**src/inc/stm_pkg.sv**
```systemverilog
// Constants, types and decode helper for the self-refresh temperature mode block
// Behaviour
// Automatic self-refresh is active only after a mode register two write with auto=1, range=0.
// In automatic mode the device picks its own self-refresh rate from its temperature.
// The controller writes the auto bit as 0 on devices without automatic self-refresh.
// With auto off, the controller writes the range bit for the coming self-refresh.
// Range bit 0 with auto off gives the normal-range self-refresh rate.
// Range bit 1 with auto off gives the faster rate valid in both ranges.
// With auto on, the controller keeps the range bit 0; both set is illegal.
// Without extended-range support the controller writes range 0 and stays in normal range.
// In the extended range the controller refreshes twice as often, every 3.9 us.
// Extended-range self-refresh needs manual extended mode or automatic mode.
// The controller spaces mode register writes by the command delay.
// The self-refresh timer period follows the decoded setting; the illegal setting stops it.
package stm_pkg;
  localparam logic [2:0] MODE_TWO_BANK = 3'h2;
  localparam int AUTO_BIT = 6;
  localparam int RANGE_BIT = 7;
  localparam int ADDR_W = 14;
  localparam logic AUTO_RESET = 1'h0;
  localparam logic RANGE_RESET = 1'h0;
  localparam int CLK_PERIOD_NS = 40;
  localparam int NORM_INTERVAL_NS = 7800;
  localparam int EXT_INTERVAL_NS = 3900;
  // Longest intervals round down to whole cycles
  localparam int NORM_CYCLES = NORM_INTERVAL_NS / CLK_PERIOD_NS;
  localparam int EXT_CYCLES = EXT_INTERVAL_NS / CLK_PERIOD_NS;
  localparam int MRD_CYCLES = 4;

  typedef enum logic [3:0] {
    MODE_NORMAL = 4'h1,
    MODE_EXT = 4'h2,
    MODE_AUTO = 4'h4,
    MODE_ILLEGAL = 4'h8
  } stm_mode_t;

  typedef enum logic [1:0] {
    SR_IDLE = 2'h1,
    SR_ACTIVE = 2'h2
  } stm_sr_state_t;

  // Decodes the two mode bits into one self-refresh mode
  function automatic stm_mode_t stm_decode(input logic autoBit, input logic rangeBit);
    stm_mode_t m;
    m = MODE_NORMAL;
    if (autoBit && rangeBit) begin
      m = MODE_ILLEGAL;
    end else if (autoBit) begin
      m = MODE_AUTO;
    end else if (rangeBit) begin
      m = MODE_EXT;
    end
    return m;
  endfunction : stm_decode
endpackage : stm_pkg

```
**src/inc/stm_timer_if.sv**
```systemverilog
// Link between the mode control and the self-refresh timer
`timescale 1ns/1ns
`default_nettype none
interface stm_timer_if;
  logic enable;
  logic fastRate;
  logic tick;
  modport ctl (output enable, output fastRate, input tick);
  modport tmr (input enable, input fastRate, output tick);
endinterface : stm_timer_if
`default_nettype wire

```
**src/rtl/stm_selfrefresh_ctrl.sv**
```systemverilog
// Mode register two self-refresh temperature mode control
`timescale 1ns/1ns
`default_nettype none
module stm_selfrefresh_ctrl #(
  parameter bit AUTO_SUPPORTED = 1'b1,
  parameter bit EXT_SUPPORTED = 1'b1,
  parameter int MRD_CNT = stm_pkg::MRD_CYCLES,
  parameter int CNT_W = 8
) (
  input wire logic ref_clk,
  input wire logic rst,
  input wire logic mrsValid,
  input wire logic [2:0] mrsBank,
  input wire logic [stm_pkg::ADDR_W-1:0] mrsAddr,
  input wire logic selfRefreshReq,
  input wire logic tempHigh,
  output var logic autoSelfrefreshSelect_r,
  output var logic selfrefreshRangeSelect_r,
  output var logic illegalMode_r,
  output var logic selfRefreshActive_r,
  output var logic srFastRate_r,
  output var logic refreshTick_r,
  output var logic lowPower_r,
  output var logic rangeViolation_r,
  output var logic mrdViolation_r
);
  import stm_pkg::*;

  generate
    if (MRD_CNT < 1 || MRD_CNT > 255) begin : g_bad_mrd
      $error("mode register delay out of range");
    end
  endgenerate

  stm_timer_if tif ();

  stm_sr_timer #(
    .NORM_CNT(NORM_CYCLES),
    .EXT_CNT(EXT_CYCLES),
    .CNT_W(CNT_W)
  ) u_timer (
    .ref_clk(ref_clk),
    .rst(rst),
    .tif(tif)
  );

  logic tempMeta_r;
  logic tempSync_r;
  logic modeTwoWrite;
  logic autoBitIn;
  logic rangeBitIn;
  stm_mode_t mode_r;
  stm_mode_t modeIn;
  stm_sr_state_t srState_r;
  stm_sr_state_t srState_nxt;
  logic timerEn_r;
  logic fast_nxt;
  logic [7:0] mrdCnt_r;

  // Temperature pin crosses in through two flops
  always_ff @(posedge ref_clk or posedge rst) begin
    if (rst) begin
      tempMeta_r <= 1'b0;
      tempSync_r <= 1'b0;
    end else begin
      tempMeta_r <= tempHigh;
      tempSync_r <= tempMeta_r;
    end
  end

  assign modeTwoWrite = mrsValid && (mrsBank == MODE_TWO_BANK);
  // An unsupported auto option reads back as 0; the range bit is stored as written
  assign autoBitIn = AUTO_SUPPORTED && mrsAddr[AUTO_BIT];
  assign rangeBitIn = mrsAddr[RANGE_BIT];
  assign modeIn = stm_decode(autoBitIn, rangeBitIn);

  // Mode register two fields and decoded mode
  always_ff @(posedge ref_clk or posedge rst) begin
    if (rst) begin
      autoSelfrefreshSelect_r <= AUTO_RESET;
      selfrefreshRangeSelect_r <= RANGE_RESET;
      mode_r <= MODE_NORMAL;
      illegalMode_r <= 1'b0;
    end else if (modeTwoWrite) begin
      autoSelfrefreshSelect_r <= autoBitIn;
      selfrefreshRangeSelect_r <= rangeBitIn;
      mode_r <= modeIn;
      illegalMode_r <= (modeIn == MODE_ILLEGAL);
    end
  end

  // Spacing guard between mode register writes
  always_ff @(posedge ref_clk or posedge rst) begin
    if (rst) begin
      mrdCnt_r <= 8'h00;
      mrdViolation_r <= 1'b0;
    end else begin
      mrdViolation_r <= mrsValid && (mrdCnt_r != 8'h00);
      if (mrsValid) begin
        mrdCnt_r <= 8'(MRD_CNT - 1);
      end else if (mrdCnt_r != 8'h00) begin
        mrdCnt_r <= mrdCnt_r - 8'h01;
      end
    end
  end

  // Self-refresh entry and exit
  always_comb begin
    srState_nxt = srState_r;
    unique case (srState_r)
      SR_IDLE: begin
        if (selfRefreshReq) begin
          srState_nxt = SR_ACTIVE;
        end
      end
      SR_ACTIVE: begin
        if (!selfRefreshReq) begin
          srState_nxt = SR_IDLE;
        end
      end
      default: begin
        srState_nxt = SR_IDLE;
      end
    endcase
  end

  always_ff @(posedge ref_clk or posedge rst) begin
    if (rst) begin
      srState_r <= SR_IDLE;
    end else begin
      srState_r <= srState_nxt;
    end
  end

  // Rate choice from the decoded mode
  always_comb begin
    fast_nxt = 1'b0;
    unique case (mode_r)
      MODE_NORMAL: fast_nxt = 1'b0;
      MODE_EXT: fast_nxt = EXT_SUPPORTED;
      MODE_AUTO: fast_nxt = EXT_SUPPORTED && tempSync_r;
      MODE_ILLEGAL: fast_nxt = 1'b0;
      default: fast_nxt = 1'b0;
    endcase
  end

  // Timer control and status outputs
  always_ff @(posedge ref_clk or posedge rst) begin
    if (rst) begin
      timerEn_r <= 1'b0;
      srFastRate_r <= 1'b0;
      selfRefreshActive_r <= 1'b0;
      lowPower_r <= 1'b0;
      rangeViolation_r <= 1'b0;
    end else begin
      timerEn_r <= (srState_nxt == SR_ACTIVE) && (mode_r != MODE_ILLEGAL);
      srFastRate_r <= fast_nxt;
      selfRefreshActive_r <= (srState_nxt == SR_ACTIVE);
      lowPower_r <= (srState_nxt == SR_ACTIVE) && !fast_nxt;
      rangeViolation_r <= (srState_r == SR_ACTIVE) && tempSync_r && !fast_nxt;
    end
  end

  always_ff @(posedge ref_clk or posedge rst) begin
    if (rst) begin
      refreshTick_r <= 1'b0;
    end else begin
      refreshTick_r <= tif.tick;
    end
  end

  assign tif.enable = timerEn_r;
  assign tif.fastRate = srFastRate_r;
endmodule : stm_selfrefresh_ctrl
`default_nettype wire

```
**src/rtl/stm_sr_timer.sv**
```systemverilog
// Self-refresh interval timer with two selectable periods
`timescale 1ns/1ns
`default_nettype none
module stm_sr_timer #(
  parameter int NORM_CNT = stm_pkg::NORM_CYCLES,
  parameter int EXT_CNT = stm_pkg::EXT_CYCLES,
  parameter int CNT_W = 8
) (
  input wire logic ref_clk,
  input wire logic rst,
  stm_timer_if.tmr tif
);
  import stm_pkg::*;

  localparam int ExtMax = EXT_CNT;
  localparam int NormMax = NORM_CNT;

  generate
    if (NORM_CNT < 2 || EXT_CNT < 2 || NORM_CNT >= (1 << CNT_W) || EXT_CNT >= (1 << CNT_W)) begin : g_bad
      $error("timer counts do not fit the counter");
    end
  endgenerate

  logic [CNT_W-1:0] cnt_r;
  logic [CNT_W-1:0] limit;
  logic tick_r;

  assign limit = tif.fastRate ? CNT_W'(EXT_CNT - 1) : CNT_W'(NORM_CNT - 1);
  assign tif.tick = tick_r;

  // Interval counter, restarted whenever the timer is off
  always_ff @(posedge ref_clk or posedge rst) begin
    if (rst) begin
      cnt_r <= '0;
    end else if (!tif.enable || cnt_r >= limit) begin
      cnt_r <= '0;
    end else begin
      cnt_r <= cnt_r + CNT_W'(1);
    end
  end

  // One refresh pulse per elapsed interval
  always_ff @(posedge ref_clk or posedge rst) begin
    if (rst) begin
      tick_r <= 1'b0;
    end else begin
      tick_r <= tif.enable && (cnt_r >= limit);
    end
  end
endmodule : stm_sr_timer
`default_nettype wire
```
**config.mk**
```make
export PLATFORM = sky130hd
export DESIGN_NAME = stm_selfrefresh_ctrl
export DESIGN_NICKNAME = d
export VERILOG_FILES = /design/src/inc/stm_pkg.sv /design/src/inc/stm_timer_if.sv /design/src/rtl/stm_selfrefresh_ctrl.sv /design/src/rtl/stm_sr_timer.sv
export SDC_FILE = /design/constraint.sdc
export NUM_CORES = 1
export LEC_CHECK = 0
export ABC_CLOCK_PERIOD_IN_PS = 3600
export BUFFER_PORTS_ARGS = -buffer_cell sky130_fd_sc_hd__buf_2
export CAP_MARGIN = 20
export CORE_AREA = 4 4 74 76
export DETAILED_ROUTE_END_ITERATION = 8
export DIE_AREA = 0 0 78 80
export PLACE_DENSITY = 0.58
export SLEW_MARGIN = 30
export SYNTH_ARGS = -nofsm -noshare
export SYNTH_HDL_FRONTEND = slang
export SYNTH_SLANG_ARGS = --single-unit
```
**constraint.sdc**
```tcl
create_clock -name ref_clk -period 3.6 [get_ports ref_clk]
set_clock_uncertainty 0.05 [all_clocks]
set_input_delay 0.72 -clock ref_clk [delete_from_list [all_inputs] [get_ports ref_clk]]
set_output_delay 0.72 -clock ref_clk [all_outputs]
set_load 0.05 [all_outputs]
```
==> results of run 1 <==
-- Yosys cell counts, types with 2 or more instances --
master,instances
a211oi_1,5
a21o_1,2
a21oi_1,5
clkbuf_1,2
dfrtp_1,32
dfstp_2,2
ha_1,8
inv_1,10
mux2_2,4
nand2_1,12
nand2b_1,5
nand3_1,5
nand4b_1,2
nor2_1,10
nor2b_1,4
nor3_1,8
nor3b_1,2
o21ai_0,9
or3_1,3
xor2_1,2
-- sequential cells by signal, indices dropped and copies added (netlist names), 2 cells and up --
register,cells
srState_r,2
mrdCnt_r,8
u_timer.cnt_r,8
mode_r,3
-- worst max-delay path: cells and delay by family, from the launching register on --
family	cells	cell delay, ns
AOI/OAI and AO/OA	1	0.49
adders and majority gates	1	0.24
buffers and inverters	1	0.10
DFF	1	0.41
muxes	1	0.38
and+or+nand+nor	1	0.20
-- worst paths after layout --
check / from / cells past startpoint / end
worst max-delay path: mrdCnt_r[0] / 5 / mrdCnt_r[3]
worst min-delay path: tempMeta_r / 0 / tempSync_r
worst max register to register: mrdCnt_r[0] / 5 / mrdCnt_r[3]
worst min register to register: tempMeta_r / 0 / tempSync_r
max in group asynchronous: rst / 3 / srState_r[0]
min in group asynchronous: rst / 3 / mrdCnt_r[4]
-- where the power goes --
part	internal, W	switching [W]	leakage (nW)
combinational	0.000101	0.000188	0.357
clock	0.000154	0.000132	0.0482
sequential	0.000444	0.0000416	0.443
-- kinds of logic (layout without fill, tap and decap cells) --
| kind of cell | Yosys count | after routing | synth area share |
|---|---|---|---|
| flip-flops | 34 | 34 | 0.528 |
| multiplexers | 4 | 4 | 0.0279 |
| AND/OR/NAND/NOR | 61 | 61 | 0.207 |
| buffers and inverters | 12 | 37 | 0.0279 |
| XOR/XNOR | 3 | 3 | 0.0163 |
| AO/OA/AOI/OAI | 32 | 32 | 0.131 |
| adder cells (fa/ha/maj) | 8 | 8 | 0.0619 |
-- metal layers --
layer	part of all wire	vias to the layer above	routed length (µm)	track usage
met2	0.49	25	1470	0.182
met4	0.010	0	31	0.0490
met3	0.050	4	151	0.0361
met5	0	-	0	0
met1	0.45	544	1340	0.124
li1	-	598	-	-
-- per-stage QoR --
stage	worst slack [ns]	hold WS, ns	cells
CTS	1.63	0.309	246
global placement	1.66	0.282	238
finish	1.62	0.306	246
detailed placement	1.66	0.294	238
floorplan	1.71	0.281	154
global route	1.46	0.314	246
-- cell type report --
cell class	instances	share of cell area
timing repair buffer	19	0.0519
clock inverter	1	0.00266
tap	67	0.0445
inverter	10	0.0199
multi-input combinational	108	0.382
clock buffer	7	0.0459
sequential	34	0.453
-- placed cells by master (no fill, tap or decap), types with 2 or more instances in the layout --
cell,instances
dfrtp_1,32
a21o_1,2
dfstp_2,2
nand2_1,12
mux2_2,4
a21oi_1,5
or3_1,3
xor2_1,2
buf_2,18
ha_1,8
nor3_1,8
a211oi_1,5
nor2b_1,4
inv_1,10
nor3b_1,2
o21ai_0,9
nand3_1,5
nand4b_1,2
nor2_1,10
nand2b_1,5
clkbuf_8,6
==> results.toml, run 1 <==
[status]
outcome = "completed"

[cells_and_area]
area_growth_pct = 16.4
finish.instance_area_um2 = 1880
postLayoutCoreUtil = 0.398
layout.area.seq_um2 = 853
nets = 208
multi_input_area_um2 = 718
drive_gt1_frac = 0.196
fill_cells = 456
diodes = 0

[pwr]
powerDensity_nw_per_um2 = 563
finalPower_w = 0.00106
p_leak_nw = 0.848
irDropWorstVdd_uv = 204

[timing]
fmax_mhz = 504
hold_viol_final = 0
finalSetupViolCount = 0
slew_violations = 0
rsz0062_at_grt = "false"
fin_crit_sh = 0.551
relSlewSlack = 0.422
tightest_slew_ns = 0.859
layout_min_cycle_time_ns = 1.98
tns_ns = 0

[clock_tree]
cts_setup_buffers = 0
root_buffer = "clkbuf_8"
clock_sinks = 34
cts_tree = "done"
cts_resized = 0
clock_latency_ns = 0.28
cts_made_buffers = 5
clk_pin_slew_ns = 0.07
htree_levels = 2
cts_hold_buf = 0
clockBufferDepth = 2

[routing]
drtIter0Drc = 28
via_count = 1171
viasPerCell = 4.76
post_drt_wl_per_cell_um = 12.2
first_pass_iters = 4
wirelength_um = 3000
drc_errors = 0
ant_nets = 0

[setup_path]
path_class = "reg2reg"
crit_fanout = 5
start_kind = "register"
slowest_delay_ns = 0.49
endpoint_kind = "register"
r2r_slack_ns = 1.62
crit_chain = "inv_1 -> ha_1 -> nor3b_1 -> a2111oi_1 -> mux2_2"
required_ns = 3.72
cp_slowest_cell = "a2111oi_1"
crit_arrival_ns = 2.10

[run]
maxCapViolations = 0

[floorplanning]
start_util = 0.342
design.core.area_um2 = 4720
die_h_um = 80
die_x_um = 78
die_area_um2 = 6240
rows = 25
ioPinCount = 31

[synthesis]
synth.area.top_cells = "dfrtp_1 50%, ha_1 6.2%, dfstp_2 3.3%"
synth_edf_count = 0
ys_seq_elements = 34
netlist_instances = 154
synth_flop_cell = "dfrtp_1"
async_reset_ff_frac = 1.00
syn-num-nets = 184
yosys.cell_types.count = 42
ys_seq_area_frac = 0.528
yosys.area.top_type_share = 0.495
yosysTopAreaCell = "dfrtp_1"
avgSynthCellArea_um2 = 10.5
synth.cell_area_um2 = 1620
yosys_warnings = 0

[place]
gp_congestion = 0.769
postPlaceCellArea_um2 = 1790
dp_hpwl_um = 2200
io_buffer_count = 18

[worst_hold_path]
min_path_type = "reg2reg"

[global_routing]
grt_pass1_wl_um = 5400
grt.overflow.total = 0
grt_pass1_vias = 1292
grt.total_usage = 0.108
grt_max_degree = 35
antenna_found_initial = 0
Power figures use the tool's default switching activity.
==> run 2, diff against run 1 <==
--- a/config.mk
+++ b/config.mk
@@ -5,13 +5,13 @@
 export SDC_FILE = /design/constraint.sdc
 export NUM_CORES = 1
 export LEC_CHECK = 0
-export ABC_CLOCK_PERIOD_IN_PS = 3600
+export ABC_CLOCK_PERIOD_IN_PS = 1700
 export BUFFER_PORTS_ARGS = -buffer_cell sky130_fd_sc_hd__buf_2
 export CAP_MARGIN = 20
 export CORE_AREA = 4 4 74 76
 export DETAILED_ROUTE_END_ITERATION = 8
 export DIE_AREA = 0 0 78 80
-export PLACE_DENSITY = 0.58
+export PLACE_DENSITY = 0.6
 export SLEW_MARGIN = 30
 export SYNTH_ARGS = -nofsm -noshare
 export SYNTH_HDL_FRONTEND = slang
==> constraint.sdc (replaced) <==
create_clock -name ref_clk -period 1.7 [get_ports ref_clk]
set_clock_uncertainty 0.05 [all_clocks]
set_input_delay 0.34 -clock ref_clk [delete_from_list [all_inputs] [get_ports ref_clk]]
set_output_delay 0.34 -clock ref_clk [all_outputs]
set_load 0.05 [all_outputs]
==> run 2 against run 1 <==
Effect of this change: the run now ends with negative setup slack left; sequential power increased by 110%; die area unchanged; final cell count increased by 9.3%; fmax increased by 15%; non-clock buffer count increased by 23; combinational power increased to 2.6 times the previous value; total power increased by 130%; largest cell class unchanged.
==> results.toml, run 2 (synthesized netlist as in run 1, its figures left out) <==
[global_routing]
grt.overflow.total = 0
grt_max_degree = 26
antenna_found_initial = 0
grt_pass1_vias = 1273
grt.total_usage = 0.112
grt_pass1_wl_um = 5510

[place]
postPlaceCellArea_um2 = 1940
io_buffer_count = 18
dp_hpwl_um = 2160
gp_congestion = 0.787

[cells_and_area]
postLayoutCoreUtil = 0.443
multi_input_area_um2 = 751
drive_gt1_frac = 0.317
nets = 231
fill_cells = 466
final_cell_mix = "31 x dfrtp_1, 23 x buf_4, 18 x buf_2"
diodes = 0
area_growth_pct = 29.3
top_regs = "mrdCnt_r: 8 flops, u_timer.cnt_r: 8 flops, mode_r: 3 flops"
layout_commonest_cell = "dfrtp_1"
layout.area.seq_um2 = 855
finish.instance_area_um2 = 2090

[setup_path]
endpoint_kind = "register"
required_ns = 1.83
critPathLaunch = "mrdCnt_r[0]"
start_kind = "register"
rr_endpoint = "mrdCnt_r[3]"
r2r_slack_ns = -0.02
crit_arrival_ns = 1.85
crit_end = "mrdCnt_r[3]"
path_class = "reg2reg"
crit_fanout = 3
reg2regPathDepth = 5
r2r_start = "mrdCnt_r[0]"

[routing]
viasPerCell = 4.72
wirelength_um = 3160
drc_errors = 0
post_drt_wl_per_cell_um = 11.7
first_pass_iters = 4
drtIter0Drc = 29
ant_nets = 0
via_count = 1270

[clock_tree]
clockBufferDepth = 2
clk_pin_slew_ns = 0.07
clock_latency_ns = 0.29
root_buffer = "clkbuf_8"
cts_made_buffers = 5
clock_sinks = 34
cts_tree = "done"
htree_levels = 2

[floorplanning]
die_h_um = 80
design.core.area_um2 = 4720
rows = 25
start_util = 0.342
ioPinCount = 31
die_area_um2 = 6240
die_x_um = 78

[timing]
rsz0062_at_grt = "true"
layout_min_cycle_time_ns = 1.72
slew_violations = 0
fin_crit_sh = 1.01
hold_viol_final = 0
finalWorstSetupSlack_ns = -0.0216
finalSetupViolCount = 2
holdWs_ns = 0.113
relSlewSlack = 0.725
tightest_slew_ns = 0.410
fmax_mhz = 581

[status]
outcome = "finished with violations"
violations = "negative setup slack"

[run]
maxCapViolations = 0

[worst_hold_path]
min_path_type = "in2reg"

[pwr]
p_leak_nw = 0.959
powerDensity_nw_per_um2 = 1140
irDropWorstVdd_uv = 661
run 2: worst min path at each step:
stage	depth (start not counted)	slack, ns	startpoint	end
after global routing	1	0.1	tempHigh	tempMeta_r
after CTS	1	0.10	tempHigh	tempMeta_r
after detailed placement	0	0.29	tempMeta_r	tempSync_r
after global placement	0	0.29	tempMeta_r	tempSync_r
final	1	0.11	tempHigh	tempMeta_r
after floorplan	0	0.28	u_timer.tif.tick	refreshTick_r
run 2: metal layers:
metal	GRT usage	vias up	routed length, µm
met1	0.143	578	1510
met3	0.0350	12	136
met2	0.170	28	1420
li1	-	652	-
met5	0	-	0
met4	0.0577	0	87
run 2: critical path, stage by stage (launching register included):
cell and delay, ns:
dfrtp_1 0.37, inv_2 0.06, ha_4 0.16, nor3b_1 0.16, a2111oi_2 0.44, mux2_2 0.38
run 2: cell type report:
class	instances	area share
flip-flops and latches	34	0.409
multi-input cells	108	0.359
repair buffers	42	0.130
clock buffers	7	0.0413
well taps	67	0.0401
inverters	10	0.0180
clock inverters	1	0.00239
run 2: repair_timing:
action | in CTS | in global routing
endpoints found under the hold margin | 8 | 0
endpoints found under the setup margin | 2 | 3
buffers inserted | 4 | 1
pin swaps | 3 | 1
resized for setup | 0 | 2
hold buffers | 1 | 0
run 2: power by group:
group | total, W | switching (W) | internal (W)
registers | 0.00102 | 0.0000827 | 0.000940
logic | 0.000751 | 0.000436 | 0.000315
clock network | 0.000612 | 0.000285 | 0.000327
run 2: metrics by stage:
stage	cells	setup slack [ns]	total power [W]	setup TNS, ns
5_1_grt	269	-0.0948	0.00255	-0.224
2_1_floorplan	154	0.00729	0.00151	0
3_3_place_gp	255	-0.0130	0.00174	-0.0130
6_report	269	-0.0216	0.00239	-0.0427
3_5_place_dp	255	-0.0455	0.00175	-0.0455
4_1_cts	268	-0.00662	0.00239	-0.00662
